**config.mk**
```make
export PLATFORM = sky130hd
export DESIGN_NAME = ctm_timer
export DESIGN_NICKNAME = d
export VERILOG_FILES = /design/src/core/ctm_pkg.sv /design/src/core/ctm_timer.sv
export VERILOG_INCLUDE_DIRS = /design/src /design/src/core
export SDC_FILE = /design/constraint.sdc
export NUM_CORES = 1
export LEC_CHECK = 0
export BUFFER_PORTS_ARGS = -buffer_cell sky130_fd_sc_hd__buf_4
export CAP_MARGIN = 0
export CORE_ASPECT_RATIO = 1.1
export CORE_MARGIN = 3
export CORE_UTILIZATION = 50
export CTS_BUF_LIST = sky130_fd_sc_hd__clkbuf_16
export DETAILED_ROUTE_END_ITERATION = 7
export PLACE_DENSITY = 0.73
export SYNTH_ARGS = -nofsm -noshare
export SYNTH_HDL_FRONTEND = slang
export SYNTH_SLANG_ARGS = --single-unit
```
**constraint.sdc**
```tcl
create_clock -name clk -period 2.75 [get_ports clk]
set_input_delay 0.275 -clock clk [delete_from_list [all_inputs] [get_ports clk]]
set_output_delay 0.275 -clock clk [all_outputs]
set_load 0.005 [all_outputs]
```
**src/core/ctm_params.svh**
```systemverilog
// Register offsets, field positions, reset values and timing for the compact timer.
// Assumes a classic Wishbone slave with 32-bit data, one register per aligned word.
`ifndef CTM_PARAMS_SVH
`define CTM_PARAMS_SVH

`define CTM_OFS_CTRL0      8'h00
`define CTM_OFS_CTRL1      8'h04
`define CTM_OFS_CNT_LO     8'h08
`define CTM_OFS_CNT_HI     8'h0C
`define CTM_OFS_DUTY_LO    8'h10
`define CTM_OFS_DUTY_HI    8'h14
`define CTM_OFS_STATUS     8'h18
`define CTM_OFS_PINCTL     8'h1C

`define CTM_CTRL0_RESET    8'h00
`define CTM_CTRL1_RESET    8'h00
`define CTM_DUTY_RESET     10'h000

`define CTM_F_PAUSE        7
`define CTM_F_CLKSEL_HI    6
`define CTM_F_CLKSEL_LO    4
`define CTM_F_RUN          3
`define CTM_F_PERIOD_HI    2
`define CTM_F_PERIOD_LO    0

`define CTM_F_MODE_HI      7
`define CTM_F_MODE_LO      6
`define CTM_F_ACT_HI       5
`define CTM_F_ACT_LO       4
`define CTM_F_INIT         3
`define CTM_F_INV          2
`define CTM_F_SWAP         1
`define CTM_F_CLRSEL       0

`define CTM_DIV_SYS4       4
`define CTM_DIV_H16        16
`define CTM_DIV_H64        64
`define CTM_DIV_SUB        256

`endif

```
**src/core/ctm_pkg.sv**
```systemverilog
// Types shared by the compact timer design.
// Assumes the header ctm_params.svh is included where constants are needed.
package ctm_pkg;

	typedef enum logic [1:0] {
		CTM_MODE_COMPARE = 2'h0,
		CTM_MODE_UNDEF   = 2'h1,
		CTM_MODE_PWM     = 2'h2,
		CTM_MODE_TIMER   = 2'h3
	} ctm_mode_t;

	typedef struct packed {
		logic       count_pause;
		logic [2:0] count_clock_select;
		logic       timer_run_enable;
		logic [2:0] period_compare_bits;
	} ctm_ctrl0_t;

	typedef struct packed {
		ctm_mode_t  operating_mode;
		logic [1:0] pin_action;
		logic       output_initial_level;
		logic       output_invert;
		logic       duty_period_swap;
		logic       clear_source_select;
	} ctm_ctrl1_t;

	typedef struct packed {
		logic duty_match;
		logic period_match;
	} ctm_irq_t;

endpackage

```
**src/core/ctm_timer.sv**
```systemverilog
// Compact 10-bit timer with period and duty comparators, behind classic Wishbone.
// Assumes one clock, synchronous inputs, and software that keeps the byte access order.
//
// Behaviour
// RL1 - Two interrupt requests, one per comparator, pulse on each comparator match.
// RL2 - A comparator match can clear the counter and change the output pin.
// RL3 - External clock pin advances the counter on rising or falling edge, as selected.
// RL4 - Compare mode: match sets pin high, low, toggles it, or leaves it.
// RL5 - The same output pin carries the PWM waveform in PWM mode.
// RL6 - Software routes the shared pin to the timer before relying on it.
// RL7 - Writing duty low byte only fills the holding buffer.
// RL8 - Writing duty high byte updates it and copies buffer into low byte.
// RL9 - Reading counter or duty high byte latches live low byte into buffer.
// RL10 - Reading counter or duty low byte returns the holding buffer.
// RL11 - Software writes low then high, reads high then low.
// RL12 - Core is a 10-bit up-counter on selected internal or external clock.
// RL13 - Period compare is 3 bits against top counter bits; duty is 10 bits.
// RL14 - Counter only cleared by software through run enable going low to high.
// RL15 - Counter clears on overflow or selected match, raising the interrupt.
// RL16 - Modes are compare-match output, timer/counter and PWM output.
// RL17 - Count is a read-only register pair; duty is a read/write pair.
// RL18 - Counter high byte shows bits 9 and 8; bits 7 to 2 read zero.
// RL19 - Period value zero gives no early clear; counter overflows at maximum.
// RL20 - Clear select 0 uses period match, 1 uses duty match.
// RL21 - Enabled and not paused, count by one per active edge, else hold.
//
// The Wishbone interface to the registers and the register offsets were chosen for this implementation.
`include "ctm_params.svh"

module ctm_timer #(
	parameter int CNT_W   = 10,
	parameter int DIV_SUB = `CTM_DIV_SUB
) (
	// Clock and reset
	input  wire logic                  clk,
	input  wire logic                  rstn,
	// Wishbone slave
	input  wire logic                  wb_cyc_i,
	input  wire logic                  wb_stb_i,
	input  wire logic                  wb_we_i,
	input  wire logic [7:0]            wb_adr_i,
	input  wire logic [3:0]            wb_sel_i,
	input  wire logic [31:0]           wb_dat_i,
	output logic      [31:0]           wb_dat_o,
	output logic                       wb_ack_o,
	output logic                       wb_err_o,
	// Clock sources
	input  wire logic                  high_clk_tick,
	input  wire logic                  sub_clk_tick,
	input  wire logic                  external_count_clock_pin,
	// Timer pin and events
	output logic                       timer_output_pin,
	output logic                       timer_output_pin_oe,
	output ctm_pkg::ctm_irq_t          irq_pulse
);

	initial begin
		if (CNT_W != 10) $error("ctm_timer supports only a 10-bit counter");
		// Sub divider counter is 8 bits wide
		if (DIV_SUB < 1 || DIV_SUB > 256) $error("ctm_timer sub divider must be 1 to 256");
	end

	ctm_pkg::ctm_ctrl0_t ctrl0_q;
	ctm_pkg::ctm_ctrl1_t ctrl1_q;
	logic [9:0]  duty_q;
	logic [7:0]  hold_buf_q;
	logic [9:0]  count_q;
	logic        out_q;
	logic        ext_pin_q;
	logic        run_q;
	logic [5:0]  div_q;
	logic [7:0]  sub_div_q;
	logic [1:0]  sticky_q;
	logic        pin_route_q;

	// Bus decode; answer in the cycle after the strobe, one cycle long
	logic        req;
	logic        wr;
	logic        rd;
	logic        mapped;
	assign req    = wb_cyc_i && wb_stb_i && !wb_ack_o && !wb_err_o;
	assign wr     = req && wb_we_i && wb_sel_i[0] && mapped;
	assign rd     = req && !wb_we_i && mapped;

	always_comb begin
		unique case (wb_adr_i)
			`CTM_OFS_CTRL0, `CTM_OFS_CTRL1, `CTM_OFS_CNT_LO, `CTM_OFS_CNT_HI,
			`CTM_OFS_DUTY_LO, `CTM_OFS_DUTY_HI, `CTM_OFS_STATUS,
			`CTM_OFS_PINCTL: mapped = 1'b1;
			default: mapped = 1'b0;
		endcase
	end

	always_ff @(posedge clk or negedge rstn) begin
		if (!rstn) begin
			wb_ack_o <= 1'b0;
			wb_err_o <= 1'b0;
		end else begin
			wb_ack_o <= req && mapped;
			wb_err_o <= req && !mapped;
		end
	end

	// Control registers
	always_ff @(posedge clk or negedge rstn) begin
		if (!rstn) begin
			ctrl0_q     <= `CTM_CTRL0_RESET;
			ctrl1_q     <= `CTM_CTRL1_RESET;
			pin_route_q <= 1'b0;
		end else if (wr) begin
			if (wb_adr_i == `CTM_OFS_CTRL0) ctrl0_q <= wb_dat_i[7:0];
			if (wb_adr_i == `CTM_OFS_CTRL1) ctrl1_q <= wb_dat_i[7:0];
			if (wb_adr_i == `CTM_OFS_PINCTL) pin_route_q <= wb_dat_i[0]; // RL6
		end
	end

	// Duty pair and shared holding buffer
	always_ff @(posedge clk or negedge rstn) begin
		if (!rstn) begin
			duty_q     <= `CTM_DUTY_RESET;
			hold_buf_q <= 8'h00;
		end else begin
			if (wr && wb_adr_i == `CTM_OFS_DUTY_LO) begin
				hold_buf_q <= wb_dat_i[7:0]; // RL7
			end
			if (wr && wb_adr_i == `CTM_OFS_DUTY_HI) begin
				duty_q <= {wb_dat_i[1:0], hold_buf_q}; // RL8
			end
			if (rd && wb_adr_i == `CTM_OFS_CNT_HI) begin
				hold_buf_q <= count_q[7:0]; // RL9
			end
			if (rd && wb_adr_i == `CTM_OFS_DUTY_HI) begin
				hold_buf_q <= duty_q[7:0]; // RL9
			end
		end
	end

	// Read data is registered with the ack
	always_ff @(posedge clk or negedge rstn) begin
		if (!rstn) begin
			wb_dat_o <= 32'h0000_0000;
		end else if (rd) begin
			unique case (wb_adr_i)
				`CTM_OFS_CTRL0:   wb_dat_o <= {24'h00_0000, ctrl0_q};
				`CTM_OFS_CTRL1:   wb_dat_o <= {24'h00_0000, ctrl1_q};
				`CTM_OFS_CNT_LO:  wb_dat_o <= {24'h00_0000, hold_buf_q};        // RL10
				`CTM_OFS_CNT_HI:  wb_dat_o <= {30'h0000_0000, count_q[9:8]};  // RL18
				`CTM_OFS_DUTY_LO: wb_dat_o <= {24'h00_0000, hold_buf_q};        // RL10
				`CTM_OFS_DUTY_HI: wb_dat_o <= {30'h0000_0000, duty_q[9:8]};   // RL17
				`CTM_OFS_STATUS:  wb_dat_o <= {30'h0000_0000, sticky_q};
				default:          wb_dat_o <= {31'h0000_0000, pin_route_q};
			endcase
		end
	end

	// Internal clock dividers; every slower rate is a one-cycle tick
	always_ff @(posedge clk or negedge rstn) begin
		if (!rstn) begin
			div_q     <= 6'h00;
			sub_div_q <= 8'h00;
		end else begin
			if (high_clk_tick) div_q <= div_q + 6'h01;
			if (sub_clk_tick) begin
				if (sub_div_q == 8'(DIV_SUB - 1)) sub_div_q <= 8'h00;
				else sub_div_q <= sub_div_q + 8'h01;
			end
		end
	end

	logic sys_div4_tick;
	logic sys_cnt_q;
	logic [1:0] sys4_q;
	always_ff @(posedge clk or negedge rstn) begin
		if (!rstn) begin
			sys4_q    <= 2'h0;
			sys_cnt_q <= 1'b0;
		end else begin
			sys4_q    <= sys4_q + 2'h1;
			sys_cnt_q <= 1'b1;
		end
	end
	assign sys_div4_tick = sys_cnt_q && (sys4_q == 2'h3);

	always_ff @(posedge clk or negedge rstn) begin
		if (!rstn) ext_pin_q <= 1'b0;
		else ext_pin_q <= external_count_clock_pin;
	end

	// Selected count tick
	logic tick;
	always_comb begin
		unique case (ctrl0_q.count_clock_select)
			3'h0: tick = sys_div4_tick;
			3'h1: tick = 1'b1;
			3'h2: tick = high_clk_tick && (div_q[3:0] == 4'hF);
			3'h3: tick = high_clk_tick && (div_q == 6'h3F);
			3'h4, 3'h5: tick = sub_clk_tick && (sub_div_q == 8'(DIV_SUB - 1));
			3'h6: tick = external_count_clock_pin && !ext_pin_q;  // RL3
			3'h7: tick = !external_count_clock_pin && ext_pin_q;  // RL3
		endcase
	end

	// Comparators
	logic per_match;
	logic duty_match;
	logic ovf;
	logic clear_hit;
	logic adv;
	assign adv        = ctrl0_q.timer_run_enable && !ctrl0_q.count_pause && tick; // RL21
	assign per_match  = (ctrl0_q.period_compare_bits != 3'h0)
			&& (count_q[9:7] == ctrl0_q.period_compare_bits); // RL13 RL19
	assign duty_match = (count_q == duty_q); // RL13
	assign ovf        = (count_q == 10'h3FF);
	assign clear_hit  = ctrl1_q.clear_source_select ? duty_match : per_match; // RL20

	// Counter; only software path is clear on run enable rising
	always_ff @(posedge clk or negedge rstn) begin
		if (!rstn) begin
			count_q <= 10'h000;
			run_q   <= 1'b0;
		end else begin
			run_q <= ctrl0_q.timer_run_enable;
			if (ctrl0_q.timer_run_enable && !run_q) begin
				count_q <= 10'h000; // RL14
			end else if (adv) begin
				if (ovf || clear_hit) count_q <= 10'h000; // RL15 RL2
				else count_q <= count_q + 10'h001; // RL12
			end
		end
	end

	// Match events pulse one cycle after the counting tick that sees the match
	always_ff @(posedge clk or negedge rstn) begin
		if (!rstn) begin
			irq_pulse <= 2'h0;
		end else begin
			irq_pulse.duty_match   <= adv && duty_match; // RL1
			irq_pulse.period_match <= adv && (per_match
					|| (ovf && ctrl0_q.period_compare_bits == 3'h0)); // RL1 RL15
		end
	end

	// Sticky copy for polling; event set wins over write-one clear
	always_ff @(posedge clk or negedge rstn) begin
		if (!rstn) sticky_q <= 2'h0;
		else if (wr && wb_adr_i == `CTM_OFS_STATUS) sticky_q <= (sticky_q & ~wb_dat_i[1:0]) | irq_pulse;
		else sticky_q <= sticky_q | irq_pulse;
	end

	// Output level: compare mode acts on duty match, PWM from compare, timer mode idle
	logic pwm_lvl;
	logic duty_ref_hit;
	assign duty_ref_hit = ctrl1_q.duty_period_swap
			? (count_q[9:7] < ctrl0_q.period_compare_bits)
			: (count_q < duty_q);
	always_comb begin
		unique case (ctrl1_q.pin_action)
			2'h0: pwm_lvl = 1'b0;
			2'h1: pwm_lvl = 1'b1;
			default: pwm_lvl = duty_ref_hit;
		endcase
	end

	always_ff @(posedge clk or negedge rstn) begin
		if (!rstn) begin
			out_q <= 1'b0;
		end else if (ctrl0_q.timer_run_enable && !run_q
				&& ctrl1_q.operating_mode == ctm_pkg::CTM_MODE_COMPARE) begin
			out_q <= ctrl1_q.output_initial_level;
		end else if (ctrl1_q.operating_mode == ctm_pkg::CTM_MODE_COMPARE) begin
			if (adv && duty_match) begin // RL2
				unique case (ctrl1_q.pin_action)
					2'h0: out_q <= out_q; // RL4
					2'h1: out_q <= 1'b0; // RL4
					2'h2: out_q <= 1'b1; // RL4
					2'h3: out_q <= !out_q; // RL4
				endcase
			end
		end else if (ctrl1_q.operating_mode == ctm_pkg::CTM_MODE_PWM) begin
			out_q <= ctrl1_q.output_initial_level ? pwm_lvl : !pwm_lvl; // RL5
		end
	end

	// Timer mode releases the pin; modes are fixed by the two mode bits
	assign timer_output_pin    = out_q ^ ctrl1_q.output_invert;
	assign timer_output_pin_oe = pin_route_q
			&& ctrl1_q.operating_mode != ctm_pkg::CTM_MODE_TIMER; // RL16
endmodule

```
==> results_dict.tcl <==
set metrics [dict create \
    outcome "finished clean" \
    yosys_most_used_dff "dfrtp_1" \
    cts_tree "yes" \
    yosys_warnings 0 \
    port_buffers 38 \
    synth-seq-cells 79 \
    peakVddDrop_v 0.000461 \
    dpl.hpwl_um 8050 \
    drcViolationCount 0 \
    layout.nets 574 \
    grt-ovfl-total 0 \
    cp_slowest_cell "or4_1" \
    relSlewSlack 0.332 \
    grt.total_usage 0.224 \
    setup_viol 0 \
    firstDrtPassIters 5 \
    routed_wl_um 11300 \
    end_kind "register" \
    yosysMostFrequentCell "dfrtp_1" \
    coreArea_um2 8920 \
    yosys.area.top_type "dfrtp_1" \
    root_buffer "clkbuf_16" \
    worst_pin_slew_ps 1000 \
    worstSetupPathType "register to register" \
    synth_top_area_frac 0.427 \
    grt_start_max_net_pins 80 \
    drv_slew 0 \
    regArea_um2 1980 \
    grt_pass1_vias 3787 \
    rows 36 \
    cts.sinks 79 \
    antenna_found_initial 0 \
    syn_area_um2 4620 \
    powerDensity_nw_per_um2 577 \
    p_leak_nw 2.44 \
    antenna_left 0 \
    place_ws_ps 246 \
    yosys-top-cells-area "dfrtp_1, mux2_2, ha_1" \
    cp-start-kind "register" \
    gp_congestion 0.860 \
    final-hold-violation-count 0 \
    wl_per_cell_um 18.1 \
    async_flop_share 1.00 \
    arrival_ps 2620 \
    cts-resized-gates 0 \
    dieHeight_um 107 \
    start_util 0.519 \
    cts.htree.levels 3 \
    setup_ws_ps 341 \
    viasPerCell 6.07 \
    fin_crit_sh 0.876 \
    post_cts_buffers 0 \
    numCtsBuffers 9 \
    die_w_um 97.7 \
    skew_ps 8.20 \
    hold_class "input pin to register" \
    avgSynthCellArea_um2 10.1 \
    min_period_ps 2410 \
    drt-initial-drc-count 275 \
    synthCells 460 \
    clk_pin_slew_ps 60 \
    synthTopCellsByCount "dfrtp_1, mux2_2, nand2_1" \
    num_io_pins 90 \
    fillCellCount 759 \
    insertion_delay_ps 330 \
    post_route_cells_drive_above_1_share 0.228 \
    path_max_fanout 28 \
    antenna_cells 0 \
    ctsHoldBuffers 0 \
    grt_pass1_wl_um 18500 \
    vias 3784 \
    yosys.cell_types.count 59 \
    cp_slowest_stage_delay_ps 560 \
    cp_cell_sequence "nand4bb_1, or4_1, buf_4, o211ai_4, mux2_2" \
    synth-edff-count 0 \
    rsz0062_at_grt "false" \
    required_ps 2960 \
    ys_seq_area_frac 0.427 \
    clk_path_buf_depth 2 \
    cap_violations 0 \
    fmax_ghz 0.415 \
    multi_input_area_um2 2390 \
    synthToLayoutAreaGrowth_pct 15.4 \
    die_area_um2 10400 \
    finalSetupTns_ps 0 \
]
sequential cells by signal (all words and copies together) (netlist names), 2 cells and up:
signal	flops
count_q	10
duty_q	10
ctrl0_q	8
ctrl1_q	8
hold_buf_q	8
sub_div_q	8
wb_dat_o	8
div_q	6
irq_pulse	2
sticky_q	2
sys4_q	2
where the power goes:
part	switching [W]	internal, W
clock	0.000490	0.000890
sequential	0.000106	0.00127
combinational	0.000170	0.000159
total	0.000767	0.00231
through the flow:
stage / instances / instance area, um^2 / total power, W / hold slack, ps / utilization
after global routing: 623 / 5340 / 0.00321 / 47.4 / 0.598
after detailed placement: 608 / 4990 / 0.00172 / 398 / 0.560
after global placement: 608 / 4990 / 0.00170 / 395 / 0.560
after floorplan: 483 / 4710 / 0.00161 / -20.6 / -
after CTS: 623 / 5340 / 0.00310 / 44.6 / 0.598
final: 623 / 5340 / 0.00308 / 54.2 / 0.598
per-layer routing:
layer	vias up	GRT usage	part of all wire
li1	1751	-	-
met1	1859	0.274	0.41
met2	143	0.380	0.51
met3	31	0.0429	0.057
met4	0	0.110	0.027
met5	-	0	0
worst max-delay path: cells and delay by family, from the launching register on:
family,cells,cell delay [ps]
AO/OA/AOI/OAI,1,410
buffers and inverters,1,260
flip-flops,1,370
multiplexers,1,390
AND/OR/NAND/NOR,2,850
path summary, 6_finish.rpt:
| check | start | to | slack (ps) | cells after the start |
|---|---|---|---|---|
| worst max-delay path | wb_err_o | hold_buf_q[0] | 340 | 5 |
| worst min register to register | sys4_q[0] | sys4_q[0] | 430 | 1 |
| min in group asynchronous | rstn | ctrl1_q[1] | 90 | 1 |
| worst max register to register | wb_err_o | hold_buf_q[0] | 340 | 5 |
| worst min-delay path | external_count_clock_pin | ext_pin_q | 50 | 1 |
| max in group asynchronous | rstn | count_q[7] | 1990 | 1 |
placed cells by master, fill, tap and decap left out, drive strengths merged, types with 9 or more instances in the layout:
cell type / count
a22o: 21
a31oi: 9
buf: 53
clkbuf: 9
conb: 25
dfrtp: 79
ha: 17
inv: 26
mux2: 42
nand2: 29
nand3: 23
nor2: 22
nor3: 9
nor4: 12
o21ai: 24
cell type report:
type | instances | share of cell area
flip-flops and latches | 79 | 0.370
clock buffers | 9 | 0.0422
repair buffers | 53 | 0.0746
well taps | 114 | 0.0267
inverters | 24 | 0.0169
clock inverters | 6 | 0.0218
multi-input cells | 338 | 0.447
cells by family after synthesis:
logic type	synth area share
DFF	0.427
other	0.00162
xor gates and xnor gates	0.0189
muxes	0.115
adders and majority gates	0.0460
buffers and inverters	0.0763
AOI/OAI and AO/OA	0.163
and+or+nand+nor	0.151
Note: power is estimated with default switching activity, not from simulation.
